===== src/core/rbac_regs.vh =====
// constants for the bit-sync and gain-limit configuration bank
// assumes a 32-bit axi4-lite bus, byte address = 4 * register index
`ifndef RBAC_REGS_VH
`define RBAC_REGS_VH

// register indices, byte address is four times these
`define RBAC_IDX_BIT_SYNC 18'h0df16
`define RBAC_IDX_GAIN_LIM 18'h0df17
`define RBAC_IDX_LOOP_CTL 18'h0df20

// reset values
`define RBAC_RST_BIT_SYNC 8'h6c
`define RBAC_RST_GAIN_LIM 8'h03
`define RBAC_RST_LOOP_CTL 1'b1

// bit-sync fields
`define RBAC_PRE_KI_HI 7
`define RBAC_PRE_KI_LO 6
`define RBAC_PRE_KP_HI 5
`define RBAC_PRE_KP_LO 4
`define RBAC_POST_KI 3
`define RBAC_POST_KP 2
`define RBAC_CLAMP_HI 1
`define RBAC_CLAMP_LO 0

// gain-limit fields
`define RBAC_DIG_HI 7
`define RBAC_DIG_LO 6
`define RBAC_FE_HI 5
`define RBAC_FE_LO 3
`define RBAC_AMP_HI 2
`define RBAC_AMP_LO 0

// loop control fields
`define RBAC_GATE_BIT 0
`define RBAC_PHASE_BIT 1
`define RBAC_FREEZE_BIT 2

// axi responses
`define RBAC_RESP_OKAY 2'b00
`define RBAC_RESP_SLVERR 2'b10

`endif


===== src/core/rbac_config.v =====
// bit-sync and gain-limit register bank with derived loop settings
// assumes sync_found, packet_end and carrier_sense come from aclk logic
//
// Register access over AXI4-Lite is this design's own decision.
`timescale 1ns/1ps
`include "rbac_regs.vh"

module rbac_config (
    // clock and reset
    input wire aclk,
    input wire aresetn,
    // axi4-lite write address
    input wire [19:0] awaddr,
    input wire [2:0] awprot,
    input wire awvalid,
    output reg awready,
    // axi4-lite write data
    input wire [31:0] wdata,
    input wire [3:0] wstrb,
    input wire wvalid,
    output reg wready,
    // axi4-lite write response
    output reg [1:0] bresp,
    output reg bvalid,
    input wire bready,
    // axi4-lite read address
    input wire [19:0] araddr,
    input wire [2:0] arprot,
    input wire arvalid,
    output reg arready,
    // axi4-lite read data
    output reg [31:0] rdata,
    output reg [1:0] rresp,
    output reg rvalid,
    input wire rready,
    // demodulator status
    input wire sync_found,
    input wire packet_end,
    input wire carrier_sense,
    // clock recovery settings
    output reg [3:0] integral_gain_halves,
    output reg [2:0] proportional_gain_mult,
    output reg [2:0] rate_clamp_32nds,
    output reg loop_freeze,
    // gain control settings
    output reg [1:0] digital_gain_ceiling,
    output reg [2:0] frontend_gain_ceiling,
    output reg [5:0] amplitude_goal_db
);

    // how the bank behaves on the bus and toward the loops:
    // - a write is stored one edge after the later of its address and data
    //   halves is taken; bvalid rises at that same edge
    // - nothing new is taken until the write response is handed over, so
    //   a second write cannot overtake the first
    // - a read answers at the same edge its address is taken
    // - only byte lane 0 carries register data; a write with wstrb[0] low
    //   is answered okay but stores nothing
    // - an unmapped index answers slverr and reads as zero
    // - the third word is local: gating enable, packet phase, freeze flag
    // - every loop output is registered once more, so a register write
    //   reaches the demodulator two edges after it is taken
    // - the phase flop adds one edge between sync detection and the
    //   post-sync gains; the loop tolerates that extra edge

    // software-visible storage
    reg [7:0] bit_sync_config_q;
    reg [7:0] gain_limit_target_q;
    reg loop_gate_on_carrier_q;
    // packet phase
    reg post_sync_q;
    // held write request
    reg [19:0] awaddr_q;
    reg [31:0] wdata_q;
    reg [3:0] wstrb_q;
    // derived settings before their output flops
    reg [3:0] ki_d;
    reg [2:0] kp_d;
    reg [2:0] clamp_d;
    reg [5:0] amp_d;
    reg [31:0] rd_d;
    reg rd_ok_d;
    wire wr_go;
    wire [17:0] wr_idx;
    wire [17:0] rd_idx;

    assign wr_idx = awaddr_q[19:2];
    assign rd_idx = araddr[19:2];
    // both halves of the write held and no response pending
    assign wr_go = ~awready & ~wready & ~bvalid;

    // write channels: each accepted on its own, in either order
    always @(posedge aclk) begin
        if (!aresetn) begin
            awready <= 1'b1;
            wready <= 1'b1;
            bvalid <= 1'b0;
            bresp <= `RBAC_RESP_OKAY;
            awaddr_q <= 20'h00000;
            wdata_q <= 32'h00000000;
            wstrb_q <= 4'h0;
        end else begin
            if (awvalid && awready) begin
                awready <= 1'b0;
                awaddr_q <= awaddr;
            end
            if (wvalid && wready) begin
                wready <= 1'b0;
                wdata_q <= wdata;
                wstrb_q <= wstrb;
            end
            if (wr_go) begin
                bvalid <= 1'b1;
                if (wr_idx == `RBAC_IDX_BIT_SYNC ||
                    wr_idx == `RBAC_IDX_GAIN_LIM ||
                    wr_idx == `RBAC_IDX_LOOP_CTL) begin
                    bresp <= `RBAC_RESP_OKAY;
                end else begin
                    bresp <= `RBAC_RESP_SLVERR; // unmapped
                end
            end
            if (bvalid && bready) begin
                bvalid <= 1'b0;
                awready <= 1'b1;
                wready <= 1'b1;
            end
        end
    end

    // bit-sync register, only byte lane 0 carries data
    always @(posedge aclk) begin
        if (!aresetn) begin
            bit_sync_config_q <= `RBAC_RST_BIT_SYNC;
        end else if (wr_go && wstrb_q[0] &&
                     wr_idx == `RBAC_IDX_BIT_SYNC) begin
            bit_sync_config_q <= wdata_q[7:0];
        end
    end

    // gain-limit register, only byte lane 0 carries data
    always @(posedge aclk) begin
        if (!aresetn) begin
            gain_limit_target_q <= `RBAC_RST_GAIN_LIM;
        end else if (wr_go && wstrb_q[0] &&
                     wr_idx == `RBAC_IDX_GAIN_LIM) begin
            gain_limit_target_q <= wdata_q[7:0];
        end
    end

    // gating enable, the status bits of this word are read-only
    always @(posedge aclk) begin
        if (!aresetn) begin
            loop_gate_on_carrier_q <= `RBAC_RST_LOOP_CTL;
        end else if (wr_go && wstrb_q[0] &&
                     wr_idx == `RBAC_IDX_LOOP_CTL) begin
            loop_gate_on_carrier_q <= wdata_q[`RBAC_GATE_BIT];
        end
    end

    // read decode, upper bits read as zero
    always @* begin
        rd_d = 32'h00000000;
        rd_ok_d = 1'b1;
        case (rd_idx)
            `RBAC_IDX_BIT_SYNC: rd_d[7:0] = bit_sync_config_q;
            `RBAC_IDX_GAIN_LIM: rd_d[7:0] = gain_limit_target_q;
            `RBAC_IDX_LOOP_CTL: begin
                rd_d[`RBAC_GATE_BIT] = loop_gate_on_carrier_q;
                rd_d[`RBAC_PHASE_BIT] = post_sync_q;
                rd_d[`RBAC_FREEZE_BIT] = loop_freeze;
            end
            default: rd_ok_d = 1'b0;
        endcase
    end

    // read channel: one outstanding read, data one cycle after address
    always @(posedge aclk) begin
        if (!aresetn) begin
            arready <= 1'b1;
            rvalid <= 1'b0;
            rdata <= 32'h00000000;
            rresp <= `RBAC_RESP_OKAY;
        end else begin
            if (arvalid && arready) begin
                arready <= 1'b0;
                rvalid <= 1'b1;
                rdata <= rd_d;
                rresp <= rd_ok_d ? `RBAC_RESP_OKAY : `RBAC_RESP_SLVERR;
            end
            if (rvalid && rready) begin
                rvalid <= 1'b0;
                arready <= 1'b1;
            end
        end
    end

    // packet phase: sync wins over a same-cycle packet end
    always @(posedge aclk) begin
        if (!aresetn) begin
            post_sync_q <= 1'b0;
        end else if (sync_found) begin
            post_sync_q <= 1'b1;
        end else if (packet_end) begin
            post_sync_q <= 1'b0;
        end
    end

    // gain selection in half-steps so k/2 stays an integer
    always @* begin
        ki_d = {1'b0, bit_sync_config_q[`RBAC_PRE_KI_HI:`RBAC_PRE_KI_LO],
            1'b0} + 4'h2;
        kp_d = {1'b0, bit_sync_config_q[`RBAC_PRE_KP_HI:`RBAC_PRE_KP_LO]}
            + 3'h1;
        if (post_sync_q && bit_sync_config_q[`RBAC_POST_KI]) begin
            ki_d = 4'h1;
        end
        if (post_sync_q && bit_sync_config_q[`RBAC_POST_KP]) begin
            kp_d = 3'h1;
        end
    end

    // clamp in 1/32 units: 3.125 percent is one step
    always @* begin
        case (bit_sync_config_q[`RBAC_CLAMP_HI:`RBAC_CLAMP_LO])
            2'h0: clamp_d = 3'h0;
            2'h1: clamp_d = 3'h1;
            2'h2: clamp_d = 3'h2;
            default: clamp_d = 3'h4;
        endcase
    end

    // amplitude target table, steps are not uniform above 36 dB
    always @* begin
        case (gain_limit_target_q[`RBAC_AMP_HI:`RBAC_AMP_LO])
            3'h0: amp_d = 6'h18;
            3'h1: amp_d = 6'h1b;
            3'h2: amp_d = 6'h1e;
            3'h3: amp_d = 6'h21;
            3'h4: amp_d = 6'h24;
            3'h5: amp_d = 6'h26;
            3'h6: amp_d = 6'h28;
            default: amp_d = 6'h2a;
        endcase
    end

    // integral gain toward the clock recovery loop
    always @(posedge aclk) begin
        if (!aresetn) begin
            integral_gain_halves <= 4'h4;
        end else begin
            integral_gain_halves <= ki_d;
        end
    end

    // proportional gain toward the clock recovery loop
    always @(posedge aclk) begin
        if (!aresetn) begin
            proportional_gain_mult <= 3'h3;
        end else begin
            proportional_gain_mult <= kp_d;
        end
    end

    // rate offset clamp toward the loop
    always @(posedge aclk) begin
        if (!aresetn) begin
            rate_clamp_32nds <= 3'h0;
        end else begin
            rate_clamp_32nds <= clamp_d;
        end
    end

    // freeze follows the inverted carrier sense level, not latched, when gating is on
    always @(posedge aclk) begin
        if (!aresetn) begin
            loop_freeze <= 1'b0;
        end else begin
            loop_freeze <= loop_gate_on_carrier_q & ~carrier_sense;
        end
    end

    // digital gain ceiling toward gain control
    always @(posedge aclk) begin
        if (!aresetn) begin
            digital_gain_ceiling <= 2'h0;
        end else begin
            digital_gain_ceiling <=
                gain_limit_target_q[`RBAC_DIG_HI:`RBAC_DIG_LO];
        end
    end

    // front-end gain cap toward gain control
    always @(posedge aclk) begin
        if (!aresetn) begin
            frontend_gain_ceiling <= 3'h0;
        end else begin
            frontend_gain_ceiling <=
                gain_limit_target_q[`RBAC_FE_HI:`RBAC_FE_LO];
        end
    end

    // amplitude target in whole decibels
    always @(posedge aclk) begin
        if (!aresetn) begin
            amplitude_goal_db <= 6'h21;
        end else begin
            amplitude_goal_db <= amp_d;
        end
    end

endmodule // rbac_config


===== config.mk =====
export PLATFORM = sky130hd
export DESIGN_NAME = rbac_config
export DESIGN_NICKNAME = d
export VERILOG_FILES = /design/src/core/rbac_config.v
export VERILOG_INCLUDE_DIRS = /design/src /design/src/core
export SDC_FILE = /design/constraint.sdc
export NUM_CORES = 1
export LEC_CHECK = 0
export ABC_AREA = 1
export BUFFER_PORTS_ARGS = -buffer_cell sky130_fd_sc_hd__buf_2
export CORE_ASPECT_RATIO = 1.4
export CORE_MARGIN = 3
export CORE_UTILIZATION = 51
export CTS_BUF_LIST = sky130_fd_sc_hd__clkbuf_16
export CTS_CLUSTER_DIAMETER = 30
export DETAILED_ROUTE_END_ITERATION = 12
export HOLD_SLACK_MARGIN = 0.15
export PLACE_DENSITY = 0.93
export SLEW_MARGIN = 5
export SYNTH_ARGS = -nofsm -noshare
export SYNTH_HDL_FRONTEND = slang
export SYNTH_SLANG_ARGS = --single-unit
export TNS_END_PERCENT = 5

===== constraint.sdc =====
create_clock -name aclk -period 3.6 [get_ports aclk]
set_clock_uncertainty 0.1 [all_clocks]
set_input_delay 0 -clock aclk [delete_from_list [all_inputs] [get_ports aclk]]
set_output_delay 0 -clock aclk [all_outputs]
set_load 0.005 [all_outputs]

==> flow_metrics.env <==
export IMPL_grt_max_degree=61
export IMPL_synth_top_cell_by_area="dfxtp_1"
export IMPL_start_util_pct=53.29
export IMPL_type_of_element_capturing_the_critical_path="register"
export IMPL_drt_first_iter_violations=313
export IMPL_synth_sequential_area_ratio_pct=46.28
export IMPL_antenna_found_initial=0
export IMPL_place_detailed_instances=652
export IMPL_ys_top_cells_by_area="dfxtp_1 46%, nand2_1 8.8%, nor2_1 8.1%"
export IMPL_timing_worst_slew_pin_value_ns=0.7774
export IMPL_setup_ws_ns=0.7394
export IMPL_worst_r2r_endpoint="awaddr_q[13]"
export IMPL_fp_rows=35
export IMPL_timing_final_crit_share_pct=79.46
export IMPL_globalRouteTotalUtil_pct=24.95
export IMPL_maxCapViolCount=0
export IMPL_detailedPlacementHpwl_um=5988
export IMPL_p_per_area_nw_per_um2=431.7
export IMPL_rrSetupSlack_ns=1.67
export IMPL_power_ir_vdd_worst_mv=0.3593
export IMPL_fraction_of_final_layout_cells_sized_beyond_drive_strength_1_pct=20.83
export IMPL_port_buffers=91
export IMPL_antennaDiodeCount=0
export IMPL_cts_sink_count=82
export IMPL_syn_area_um2=3547
export IMPL_die_span_in_y_um=104.7
export IMPL_route_detailed_drc=0
export IMPL_crit_arrival_ns=2.98
export IMPL_number_of_global_route_vias_before_repair=3539
export IMPL_result_of_the_run="finished, final reports clean"
export IMPL_gpl_final_weighted_congestion=0.9450
export IMPL_reg2regPathDepth=4
export IMPL_cts_root_to_sink_buffers=2
export IMPL_max_freq_mhz=349.6
export IMPL_unrepaired_setup_endpoints_after_global_routing="false"
export IMPL_crit_reg2reg_launch="awready"
export IMPL_hold_ws_ns=0.1740
export IMPL_yosysWarnings=0
export IMPL_ys_seq_elements=82
export IMPL_setup_tns_ns=0
export IMPL_cts_root_buf="clkbuf_16"
export IMPL_die_area_um2=8006
export IMPL_utilization_pct=70.96
export IMPL_holdCritStartpoint="araddr[3]"
export IMPL_hp_class="input pin to register"
export IMPL_die_wd_um=76.49
export IMPL_fp_coreArea_um2=6656
export IMPL_final_period_demand_of_the_worst_path_ns=2.861
export IMPL_cts_buffers=9
export IMPL_layoutNonFillerInstCount=716
export IMPL_global_route_overflow_total=0
export IMPL_synthDominantCellAreaShare_pct=46.28
export IMPL_synthesis_instances=481
export IMPL_route_detailed_vias_per_inst=4.992
export IMPL_post_drt_wl_per_cell_um=13.75
export IMPL_design_final_nets=713
export IMPL_grt_first_pass_wirelength_um=16060
export IMPL_synthMostInstantiatedCell="nand2_1"
export IMPL_synth_distinct_cells=32
export IMPL_min_path_cells=9
export IMPL_start_point_of_the_critical_path="araddr[6]"
export IMPL_critical_path_maximum_fanout=8
export IMPL_setup_viol=0
export IMPL_slew_viol_final=0
export IMPL_filler_cell_count=495
export IMPL_ioPinCount=155
export IMPL_route_antenna_remaining_nets=0
export IMPL_clkTransAtPathRegs_ns=0.06
export IMPL_cp_required_ns=3.72
export IMPL_tritoncts="built"
export IMPL_worst_hold_path_endpoint="rdata[1]"
export IMPL_wirelength_um=9848
export IMPL_synthArstFlopShare_pct=0
export IMPL_synth_edff_count=0
export IMPL_clk_insertion_delay_late_ns=0.34
export IMPL_detail_route_first_pass_iterations=5
export IMPL_setup_worst_path_start_class="input pin"
export IMPL_total_number_of_vias=3574
export IMPL_timing_slew_headroom_pct=48.05
export IMPL_place_ws_ns=1.820
export IMPL_yosys_top_cells_count="83 x nand2_1, 82 x dfxtp_1, 77 x nor2_1, 52 x inv_1"
export IMPL_area_delta_synth_final_pct=33.16
export IMPL_ctsHtreeMaxLevel=3
export IMPL_timing_worst_setup_path_type="input pin to register"
export IMPL_number_of_failing_hold_endpoints_at_the_final_stage=0
export IMPL_postSynth_topFlopCell="dfxtp_1"
export IMPL_p_leak_nw=2.262
export IMPL_syn_mean_instance_area_um2=7.375
routing by layer:
layer / up-vias / wire [um] / track usage [%]
met5: - / 0 / 0
met4: 0 / 289 / 11.53
met3: 29 / 634 / 5.259
met2: 171 / 5323 / 47.61
met1: 1611 / 3601 / 25.45
li1: 1763 / - / -
area by class of cell:
| type | instances | area, um2 | area share (%) |
|---|---|---|---|
| flip-flops and latches | 82 | 1642 | 34.75 |
| multi-input cells | 329 | 1533 | 32.45 |
| repair buffers | 140 | 943.4 | 19.97 |
| clock buffers | 9 | 225.2 | 4.768 |
| inverters | 57 | 214.0 | 4.530 |
| well taps | 92 | 115.1 | 2.437 |
| clock inverters | 7 | 51.30 | 1.086 |
placed cells by master, fill, tap and decap left out, drive strengths merged:
master / instances
buf: 92
nor2: 86
nand2: 85
dfxtp: 82
inv: 59
dlygate4sd3: 48
o21ai: 37
nand3: 37
conb: 26
a21oi: 26
nor3: 12
clkbuf: 9
nand4: 8
clkinv: 4
o211ai: 3
nor4: 2
ha: 2
a21boi: 1
o21a: 1
and3: 1
and2: 1
o31ai: 1
clkinvlp: 1
critical path: stages:
cell           delay, ns
dlygate4sd3_1       0.52
buf_2               0.13
nand3_2             0.07
dlygate4sd3_1       0.60
nor2_4              0.23
o21ai_2             0.08
dlygate4sd3_1       0.59
a21oi_2             0.16
dlygate4sd3_1       0.57
nor2_1              0.04
metrics by stage:
step / area [um2] / power [mW]
after global placement: 3966 / 1.152
after CTS: 4723 / 2.030
after detailed placement: 3966 / 1.161
after floorplan: 3641 / 1.114
after global routing: 4723 / 2.113
final: 4723 / 2.039
worst max-delay path by stage:
stage                     slack, ns                    to  cells past startpoint
final                          0.74              rresp[1]                     10
after global routing           0.63              rresp[1]                     10
after CTS                      0.81              rresp[1]                     10
after detailed placement       1.82          awaddr_q[16]                      4
after global placement         1.92          awaddr_q[10]                      4
after floorplan                2.27  bit_sync_config_q[1]                      9
registers in the layout, indices dropped and copies added, names as in the netlist, 2 cells and up:
| register | flops |
|---|---|
| awaddr_q | 18 |
| bit_sync_config_q | 8 |
| gain_limit_target_q | 8 |
| rdata | 8 |
| wdata_q | 8 |
| amplitude_goal_db | 6 |
| integral_gain_halves | 4 |
| frontend_gain_ceiling | 3 |
| proportional_gain_mult | 3 |
| rate_clamp_32nds | 3 |
| digital_gain_ceiling | 2 |
cell families after synthesis:
kind of cell    after synthesis  share of synthesized area (%)
simple gates                232                          29.38
buf+inv                      95                          13.16
flops                        82                          46.28
compound gates               69                          10.37
fa+ha+maj                     2                         0.7054
other cells                   1                         0.1057
what timing repair did:
item                                   CTS  global route
hold buffers                            48             0
endpoints found under the hold margin   54             0
resized for setup                        0             0
setup buffers                            0             0
where the power goes:
part / switching, mW / internal (mW) / total (mW)
Sequential: 0.0267 / 0.946 / 0.972
Clock: 0.376 / 0.472 / 0.847
Combinational: 0.121 / 0.0984 / 0.220
Total: 0.523 / 1.52 / 2.04
Power figures use the tool's default switching activity.
